--- config.mk ---
export PLATFORM = sky130hd
export DESIGN_NAME = aabs_status
export DESIGN_NICKNAME = d
export VERILOG_FILES = /design/src/aabs_pkg.sv /design/src/aabs_status.sv
export SDC_FILE = /design/constraint.sdc
export NUM_CORES = 1
export LEC_CHECK = 0
export BUFFER_PORTS_ARGS = -buffer_cell sky130_fd_sc_hd__buf_2
export CORE_MARGIN = 2
export CORE_UTILIZATION = 53
export DETAILED_ROUTE_END_ITERATION = 6
export PLACE_DENSITY = 0.83
export RECOVER_POWER = 50
export SLEW_MARGIN = 20
export SYNTH_ARGS = -nofsm -noshare
export SYNTH_HDL_FRONTEND = slang
export SYNTH_SLANG_ARGS = --single-unit
--- constraint.sdc ---
create_clock -name pclk -period 3 [get_ports pclk]
set_input_delay 0.3 -clock pclk [delete_from_list [all_inputs] [get_ports pclk]]
set_output_delay 0.3 -clock pclk [all_outputs]
set_load 0.02 [all_outputs]
--- src/aabs_pkg.sv ---
// shared constants and types for the add bus clock alarm status block
package aabs_pkg;

  // ************************************************
  // register indices (byte address is four times index)
  // ************************************************
  localparam logic [7:0] IDX_LATCHED = 8'h52;
  localparam logic [7:0] IDX_ONE_SEC = 8'h53;
  localparam logic [7:0] IDX_PERSIST = 8'h54;
  localparam logic [7:0] IDX_POLLING = 8'h55;
  localparam logic [7:0] IDX_RSVD_A = 8'h56;
  localparam logic [7:0] IDX_RSVD_B = 8'h57;
  localparam logic [7:0] IDX_RSVD_C = 8'h58;
  localparam logic [7:0] IDX_RST_DONE = 8'h59;
  localparam logic [7:0] IDX_CTRL = 8'h5a;
  localparam logic [7:0] IDX_POLL_MASK = 8'h5b;
  localparam logic [7:0] IDX_IRQ_STATUS = 8'h5c;
  localparam logic [7:0] IDX_IRQ_MASK = 8'h5d;

  // ************************************************
  // field positions and reset values
  // ************************************************
  localparam int BIT_A = 0;
  localparam int BIT_B = 1;
  localparam int IRQ_A_LATCHED = 0;
  localparam int IRQ_B_LATCHED = 1;
  localparam int IRQ_POLLING = 2;
  localparam int IRQ_RST_DONE = 3;
  localparam int IRQ_W = 4;
  localparam logic [7:0] CTRL_RESET = 8'h02;
  localparam logic [7:0] POLL_MASK_RESET = 8'h00;
  localparam logic [3:0] IRQ_MASK_RESET = 4'h0;

  // edge select codes
  localparam logic [1:0] EDGE_RISE = 2'h1;
  localparam logic [1:0] EDGE_FALL = 2'h2;
  localparam logic [1:0] EDGE_BOTH = 2'h3;

  // ************************************************
  // timing
  // ************************************************
  localparam int CLK_MHZ = 10;
  localparam int LOC_CYCLES = 56;
  localparam int RST_DONE_NS = 4000;
  localparam int RST_DONE_CYCLES = (RST_DONE_NS * CLK_MHZ + 999) / 1000;
  localparam int ONE_SEC_TIMEOUT_CYCLES = 2 * CLK_MHZ * 1000000;

  // control register layout
  typedef struct packed {
    logic [3:0] unused;
    logic soft_reset;
    logic [1:0] edge_sel;
    logic add_timing_mode;
  } aabs_ctrl_t;

endpackage

--- src/aabs_status.sv ---
// add bus clock loss alarm status registers with apb slave
`timescale 1ns/1ps
module aabs_status
  import aabs_pkg::*;
#(
  parameter int ADDR_W = 12,
  parameter int ONE_SEC_TIMEOUT = ONE_SEC_TIMEOUT_CYCLES
) (
  input wire logic pclk,
  input wire logic presetn,
  input wire logic ce,
  input wire logic psel,
  input wire logic penable,
  input wire logic pwrite,
  input wire logic [ADDR_W-1:0] paddr,
  input wire logic [31:0] pwdata,
  input wire logic [3:0] pstrb,
  output logic [31:0] prdata,
  output logic pready,
  output logic pslverr,
  input wire logic a_add_clk,
  input wire logic b_add_clk,
  input wire logic one_sec_pulse,
  input wire logic [7:0] chan_add_alarm,
  input wire logic [7:0] chan_add_read,
  output logic irq,
  output logic [1:0] add_clk_loss_live,
  output logic reset_completed
);

  if (ADDR_W < 10) begin : g_addr_check
    $error("ADDR_W too small for register map");
  end
  if (ONE_SEC_TIMEOUT < 2) begin : g_timeout_check
    $error("ONE_SEC_TIMEOUT too small");
  end

  function automatic logic edge_hit(input logic [1:0] sel, input logic now,
                                    input logic was);
    logic rise;
    logic fall;
    rise = now & ~was;
    fall = ~now & was;
    edge_hit = (sel[0] & rise) | (sel[1] & fall);
  endfunction

  function automatic logic idx_hit(input logic [ADDR_W-1:0] addr,
                                   input logic [7:0] idx);
    idx_hit = (addr[1:0] == 2'h0) && (addr[ADDR_W-1:2] == (ADDR_W-2)'(idx));
  endfunction

  // ************************************************
  // apb decode
  // ************************************************
  aabs_ctrl_t ctrl;
  logic [7:0] poll_mask;
  logic [IRQ_W-1:0] irq_status;
  logic [IRQ_W-1:0] irq_mask;
  logic [1:0] latched;
  logic [1:0] one_sec;
  logic [1:0] persist;
  logic [7:0] polling;
  logic rst_done;

  wire access = psel & penable & ~pready;
  wire done = psel & penable & pready;
  wire wr_done = done & pwrite & pstrb[0];
  wire rd_done = done & ~pwrite;
  wire hit_latched = idx_hit(paddr, IDX_LATCHED);
  wire hit_one_sec = idx_hit(paddr, IDX_ONE_SEC);
  wire hit_persist = idx_hit(paddr, IDX_PERSIST);
  wire hit_polling = idx_hit(paddr, IDX_POLLING);
  wire hit_rst = idx_hit(paddr, IDX_RST_DONE);
  wire hit_ctrl = idx_hit(paddr, IDX_CTRL);
  wire hit_pmask = idx_hit(paddr, IDX_POLL_MASK);
  wire hit_istat = idx_hit(paddr, IDX_IRQ_STATUS);
  wire hit_imask = idx_hit(paddr, IDX_IRQ_MASK);
  wire wr_ctrl = wr_done & hit_ctrl;
  wire wr_pmask = wr_done & hit_pmask;
  wire wr_istat = wr_done & hit_istat;
  wire wr_imask = wr_done & hit_imask;
  wire rd_latched = rd_done & hit_latched;

  logic [7:0] rd_mux;
  always_comb begin
    rd_mux = 8'h00;
    if (hit_latched) begin
      rd_mux = {6'h00, latched};
    end else if (hit_one_sec) begin
      rd_mux = {6'h00, one_sec};
    end else if (hit_persist) begin
      rd_mux = {6'h00, persist};
    end else if (hit_polling) begin
      rd_mux = polling;
    end else if (hit_rst) begin
      rd_mux = {7'h00, rst_done};
    end else if (hit_ctrl) begin
      rd_mux = {4'h0, 1'b0, ctrl.edge_sel, ctrl.add_timing_mode};
    end else if (hit_pmask) begin
      rd_mux = poll_mask;
    end else if (hit_istat) begin
      rd_mux = {4'h0, irq_status};
    end else if (hit_imask) begin
      rd_mux = {4'h0, irq_mask};
    end
  end

  always_ff @(posedge pclk or negedge presetn) begin
    if (!presetn) begin
      pready <= 1'b0;
      prdata <= 32'h0000_0000;
      pslverr <= 1'b0;
    end else if (ce) begin
      pready <= access;
      pslverr <= 1'b0;
      // read data is taken on the first access cycle and holds until the next read
      if (access && !pwrite) begin
        prdata <= {24'h00_0000, rd_mux};
      end
    end
  end

  // ************************************************
  // control registers and software reset
  // ************************************************
  wire soft_rst = wr_ctrl & pwdata[3];

  always_ff @(posedge pclk or negedge presetn) begin
    if (!presetn) begin
      ctrl <= aabs_ctrl_t'(CTRL_RESET);
      poll_mask <= POLL_MASK_RESET;
      irq_mask <= IRQ_MASK_RESET;
    end else if (ce) begin
      if (wr_ctrl) begin
        // bit 3 only fires the software reset and is never stored
        ctrl <= aabs_ctrl_t'({5'h00, pwdata[2:0]});
      end
      if (wr_pmask) begin
        poll_mask <= pwdata[7:0];
      end
      if (wr_imask) begin
        irq_mask <= pwdata[IRQ_W-1:0];
      end
    end
  end
  // ************************************************
  // reset completion timer
  // ************************************************
  localparam int RW = $clog2(RST_DONE_CYCLES + 1);
  logic [RW-1:0] rst_cnt;
  wire rst_cnt_end = (rst_cnt == RW'(RST_DONE_CYCLES - 1));

  always_ff @(posedge pclk or negedge presetn) begin
    if (!presetn) begin
      rst_cnt <= '0;
      rst_done <= 1'b0;
    end else if (ce) begin
      if (soft_rst) begin
        rst_cnt <= '0;
        rst_done <= 1'b0;
      end else if (!rst_done) begin
        rst_cnt <= rst_cnt + RW'(1);
        if (rst_cnt_end) begin
          rst_done <= 1'b1;
        end
      end
    end
  end
  // ************************************************
  // pin synchronisers
  // ************************************************
  logic [2:0] sync1;
  logic [2:0] sync2;
  logic [2:0] pin_prev;
  wire [2:0] pins = {one_sec_pulse, b_add_clk, a_add_clk};

  always_ff @(posedge pclk or negedge presetn) begin
    if (!presetn) begin
      sync1 <= 3'h0;
      sync2 <= 3'h0;
      pin_prev <= 3'h0;
    end else if (ce) begin
      sync1 <= pins;
      sync2 <= sync1;
      pin_prev <= sync2;
    end
  end

  wire [1:0] clk_toggle = sync2[1:0] ^ pin_prev[1:0];
  wire sec_tick = sync2[2] & ~pin_prev[2];

  // ************************************************
  // loss of clock detectors
  // ************************************************
  localparam int LW = $clog2(LOC_CYCLES + 1);
  logic [LW-1:0] stuck_cnt [2];
  logic [1:0] live;
  logic [1:0] live_prev;

  always_ff @(posedge pclk or negedge presetn) begin
    if (!presetn) begin
      stuck_cnt[0] <= '0;
      stuck_cnt[1] <= '0;
      live <= 2'h0;
    end else if (ce) begin
      for (int i = 0; i < 2; i++) begin
        if (clk_toggle[i] || soft_rst) begin
          stuck_cnt[i] <= '0;
          live[i] <= 1'b0;
        end else if (stuck_cnt[i] != LW'(LOC_CYCLES)) begin
          stuck_cnt[i] <= stuck_cnt[i] + LW'(1);
          live[i] <= 1'b0;
        end else begin
          live[i] <= ctrl.add_timing_mode;
        end
      end
    end
  end

  // ************************************************
  // latched alarms
  // ************************************************
  // a read clears only the bits it returned, so an alarm landing mid-read is kept
  wire [1:0] lat_clr = rd_latched ? prdata[1:0] : 2'h0;
  logic [1:0] lat_set;
  always_comb begin
    for (int i = 0; i < 2; i++) begin
      lat_set[i] = ctrl.add_timing_mode & edge_hit(ctrl.edge_sel, live[i],
                                                   live_prev[i]);
    end
  end

  always_ff @(posedge pclk or negedge presetn) begin
    if (!presetn) begin
      live_prev <= 2'h0;
      latched <= 2'h0;
    end else if (ce) begin
      live_prev <= live;
      if (soft_rst) begin
        latched <= 2'h0;
      end else begin
        latched <= lat_set | (latched & ~lat_clr);
      end
    end
  end

  // ************************************************
  // one-second and persistent indications
  // ************************************************
  localparam int WW = $clog2(ONE_SEC_TIMEOUT + 1);
  logic [WW-1:0] wd_cnt;
  logic sec_present;
  logic [1:0] changed;
  logic [1:0] rose;
  wire [1:0] live_chg = live ^ live_prev;
  wire [1:0] live_rise = live & ~live_prev;

  always_ff @(posedge pclk or negedge presetn) begin
    if (!presetn) begin
      wd_cnt <= '0;
      sec_present <= 1'b0;
    end else if (ce) begin
      if (sec_tick) begin
        wd_cnt <= '0;
        sec_present <= 1'b1;
      end else if (wd_cnt == WW'(ONE_SEC_TIMEOUT - 1)) begin
        sec_present <= 1'b0;
      end else begin
        wd_cnt <= wd_cnt + WW'(1);
      end
    end
  end

  always_ff @(posedge pclk or negedge presetn) begin
    if (!presetn) begin
      changed <= 2'h0;
      rose <= 2'h0;
      one_sec <= 2'h0;
      persist <= 2'h0;
    end else if (ce) begin
      if (soft_rst || !sec_present) begin
        changed <= 2'h0;
        rose <= 2'h0;
        one_sec <= 2'h0;
        persist <= 2'h0;
      end else if (sec_tick) begin
        one_sec <= changed | live_chg | live;
        persist <= live & ~rose & ~live_rise;
        changed <= 2'h0;
        rose <= 2'h0;
      end else begin
        changed <= changed | live_chg;
        rose <= rose | live_rise;
      end
    end
  end

  // ************************************************
  // channel polling register
  // ************************************************
  wire [7:0] poll_set = chan_add_alarm & poll_mask;
  wire [7:0] poll_mask_clr = wr_pmask ? ~pwdata[7:0] : 8'h00;

  always_ff @(posedge pclk or negedge presetn) begin
    if (!presetn) begin
      polling <= 8'h00;
    end else if (ce) begin
      if (soft_rst) begin
        polling <= 8'h00;
      end else begin
        polling <= poll_set | (polling & ~chan_add_read & ~poll_mask_clr);
      end
    end
  end

  // ************************************************
  // interrupt status, mask and output
  // ************************************************
  logic [IRQ_W-1:0] irq_event;
  always_comb begin
    irq_event = '0;
    irq_event[IRQ_A_LATCHED] = lat_set[BIT_A];
    irq_event[IRQ_B_LATCHED] = lat_set[BIT_B];
    irq_event[IRQ_POLLING] = |poll_set;
    irq_event[IRQ_RST_DONE] = rst_cnt_end & ~rst_done & ~soft_rst;
  end

  wire [IRQ_W-1:0] irq_clr = wr_istat ? pwdata[IRQ_W-1:0] : '0;
  wire [IRQ_W-1:0] next_irq_status = irq_event | (irq_status & ~irq_clr);

  always_ff @(posedge pclk or negedge presetn) begin
    if (!presetn) begin
      irq_status <= '0;
      irq <= 1'b0;
    end else if (ce) begin
      irq_status <= next_irq_status;
      irq <= |(next_irq_status & irq_mask);
    end
  end

  // ************************************************
  // status outputs
  // ************************************************
  always_ff @(posedge pclk or negedge presetn) begin
    if (!presetn) begin
      add_clk_loss_live <= 2'h0;
      reset_completed <= 1'b0;
    end else if (ce) begin
      add_clk_loss_live <= live;
      reset_completed <= rst_done;
    end
  end

endmodule

==> impl_metrics.toml <==
[sta]
worst_pin_slew_ps = 2080
period_needed_ps = 2330
tns_ps = 0
rsz0062_at_grt = "false"
setup_violations = 0
clock-skew-final_ps = 7.15
slew_headroom_pct = -38.6
finalCritPeriodShare_pct = 77.5
holdWs_ps = 179
max_freq_mhz = 430
finalWorstSetupSlack_ps = 674
drv_slew = 86
finalHoldViolCount = 0

[logic_synthesis]
synth-seq-cells = 106
synth_seq_area_share_pct = 44.2
synthesis.yosys.warnings = 0
yosys.area.top_type_share_pct = 43.8
ys.flop_type = "dfrtp_1"
synth_area_leaders = "dfrtp_1 (44%), mux2_2 (5.6%), buf_4 (3.1%)"
synth_edf_count = 0
yosysUniqueCellTypes = 64
syn-mean-instance-area_um2 = 9.68
synthArstFlopShare_pct = 100
synthMostInstantiatedCell = "dfrtp_1"
synth_common_cells = "dfrtp_1 (105), nand2_1 (47), nor2_1 (37), mux2_2 (30), a21oi_1 (28)"
postSynthCellCount = 620
synth_area_mm2 = 0.00600
yosysTopAreaCell = "dfrtp_1"

[grt]
grt_util_met2_pct = 39.7
use_met3_pct = 5.54
grt_usage_pct = 24.5
grt_use_met1_pct = 32.9
grt_busiest_layer = "met2"
antenna_found_initial = 0
grt_first_pass_wirelength_um = 24700
grt_max_degree = 86
grt_pass1_vias = 5024
gr-total-overflow = 0

[pwr]
cellPowerDensity_mw_per_mm2 = 500
peakVddDrop_v = 0.000367
switching_share_pct = 28.0
combPwrFrac_pct = 14.1
p_leak_nw = 2.94
p_sw_uw = 935
pwr-share-clk_pct = 36.5
p_total_mw = 3.33
p_seq_share_pct = 49.4
intPower_mw = 2.40

[floorplanning]
ioPinCount = 111
die_w_um = 110
core_mm2 = 0.0109
rows = 38
die-height_um = 110
die_area_mm2 = 0.0122
initial_utilization_pct = 54.9

[worst_setup_path]
arrival_ps = 2550
path_class = "in2reg"
endpoint_kind = "flip-flop"
cp_top_family = "simple AND/OR/NAND/NOR gates"
critical_path_buf_inv_count = 1
critPathSlowestCell = "or4b_1"
reg2regPathDepth = 5
cp.required_ps = 3230
startpoint_type = "primary input"
cp_max_fo = 7
cp.depth = 6
slowest_delay_ps = 650
worstPathCellList = "buf_2, or4b_1, or4_4, or2_1, a31oi_1, nor2_1"

[layout]
drive_gt1_share_pct = 18.9
num-nets-final = 756
synthToLayoutAreaGrowth_pct = 11.1
fin_util_pct = 61.0
fillers = 872
antenna_cells = 0

[outcome]
violations = "max-capacitance violations, max-slew violations"
outcome = "finished, violations left"

[placement]
place_ws_ps = 323
place_hpwl_um = 10300
gp_congestion = 0.873
io_buffers = 58

[detailed_routing]
drt_iter0_drc = 685
via_per_inst = 6.34
routed_wirelength_um = 14800
dr.pass1.iters = 5
antenna_left = 0
routed-via-count = 5187
route.detailed.drc = 0
wire_per_inst_um = 18.2

[clocking]
cts_root_buf = "clkbuf_16"
cts_resized = 0
cts_max_path_buffers = 2
clkSlewWorstSetupHoldPaths_ps = 70
cts-hold-fix-buffers = 0
post_cts_buffers = 0
clk_latency_ps = 350
cts_tree = "built"
htreeDepth = 3
cts-buffers-inserted = 9
clock_sinks = 106

[min_path]
holdPathStages = 2
hold_class = "in2reg"

[job]
drv_cap = 1
## worst paths after layout
| path | from | to | slack, ps |
|---|---|---|---|
| worst max register to register | pready$_DFFE_PN0P_ | rose[1]$_DFFE_PN0P_ | 770 |
| min in group asynchronous | presetn | stuck_cnt[3]$_DFFE_PN0P_ | 530 |
| worst min register to register | prdata[3]$_DFFE_PN0P_ | prdata[3]$_DFFE_PN0P_ | 480 |
| worst max-delay path | paddr[1] | rose[1]$_DFFE_PN0P_ | 670 |
| max in group asynchronous | presetn | wd_cnt[8]$_DFFE_PN0P_ | 860 |
| worst min-delay path | a_add_clk | sync1[0]$_DFFE_PN0P_ | 180 |
## metrics by stage
stage / area [um2] / std cells
2_1_floorplan: 6090 / 644
3_3_place_gp: 6380 / 802
3_5_place_dp: 6380 / 802
4_1_cts: 6680 / 818
5_1_grt: 6670 / 818
6_report: 6670 / 818
## area by class of cell
| cell class | count | area, um2 | share of cell area (%) |
|---|---|---|---|
| Clock buffer | 11 | 243 | 3.64 |
| Clock inverter | 5 | 61.3 | 0.919 |
| Inverter | 25 | 93.8 | 1.41 |
| Multi-Input combinational cell | 455 | 3030 | 45.4 |
| Sequential cell | 106 | 2650 | 39.8 |
| Tap cell | 140 | 175 | 2.63 |
| Timing Repair Buffer | 76 | 413 | 6.19 |
## power by group through the flow
| stage | combinational, mW | sequential, mW | clock, mW |
|---|---|---|---|
| after floorplan | 0.340 | 1.65 | 0 |
| after global placement | 0.452 | 1.66 | 0 |
| after detailed placement | 0.467 | 1.67 | 0 |
| after CTS | 0.474 | 1.65 | 1.24 |
| after global routing | 0.531 | 1.66 | 1.30 |
| final | 0.469 | 1.65 | 1.22 |
## sequential cells by signal, indices dropped and copies added (netlist names), 3 cells and up
signal / flops
poll_mask: 8
wd_cnt: 25
sync2: 3
irq_status: 4
pin_prev: 3
irq_mask: 4
polling: 8
rst_cnt: 6
stuck_cnt: 12
ctrl: 3
sync1: 3
prdata: 8
## cells in the final DEF (no fill, tap or decap), drive strengths merged, types with 6 or more instances in the layout
master / synthesis / final
a21o: 6 / 6
a21oi: 29 / 29
a22o: 6 / 6
a22oi: 7 / 7
a31oi: 6 / 6
a32o: 6 / 6
a32oi: 11 / 11
and3: 7 / 7
buf: 35 / 71
clkbuf: 23 / 16
conb: 1 / 25
dfrtp: 105 / 105
ha: 10 / 10
inv: 25 / 27
mux2: 31 / 31
nand2: 47 / 47
nand3: 22 / 22
nand4: 16 / 16
nand4b: 9 / 9
nor2: 37 / 37
nor2b: 15 / 15
nor3: 16 / 16
nor4: 8 / 8
o21ai: 28 / 28
o2bb2ai: 15 / 15
o31ai: 12 / 12
or4: 16 / 16
xor2: 6 / 6
## worst register-to-register path: cells and delay by family (launching register included)
kind             cells  cell delay (ps)
AND/OR/NAND/NOR      4             1310
AO/OA/AOI/OAI        1              390
flip-flops           1              400
## cell families after synthesis
family / count (synthesis) / share of synthesized area, %
simple gates: 224 / 20.6
other cells: 1 / 0.0625
mux: 36 / 6.71
buf+inv: 83 / 7.07
compound gates: 149 / 17.7
fa+ha+maj: 10 / 2.08
xor+xnor: 11 / 1.60
flops: 106 / 44.2
## routing by layer
metal	share of wire [%]	up-vias	wire [um]
met3	8.4	31	1240
met2	48	254	7130
met1	42	2516	6240
met5	0	-	0
met4	1.5	0	230
li1	-	2386	-
Note: power is estimated with default switching activity, not from simulation.
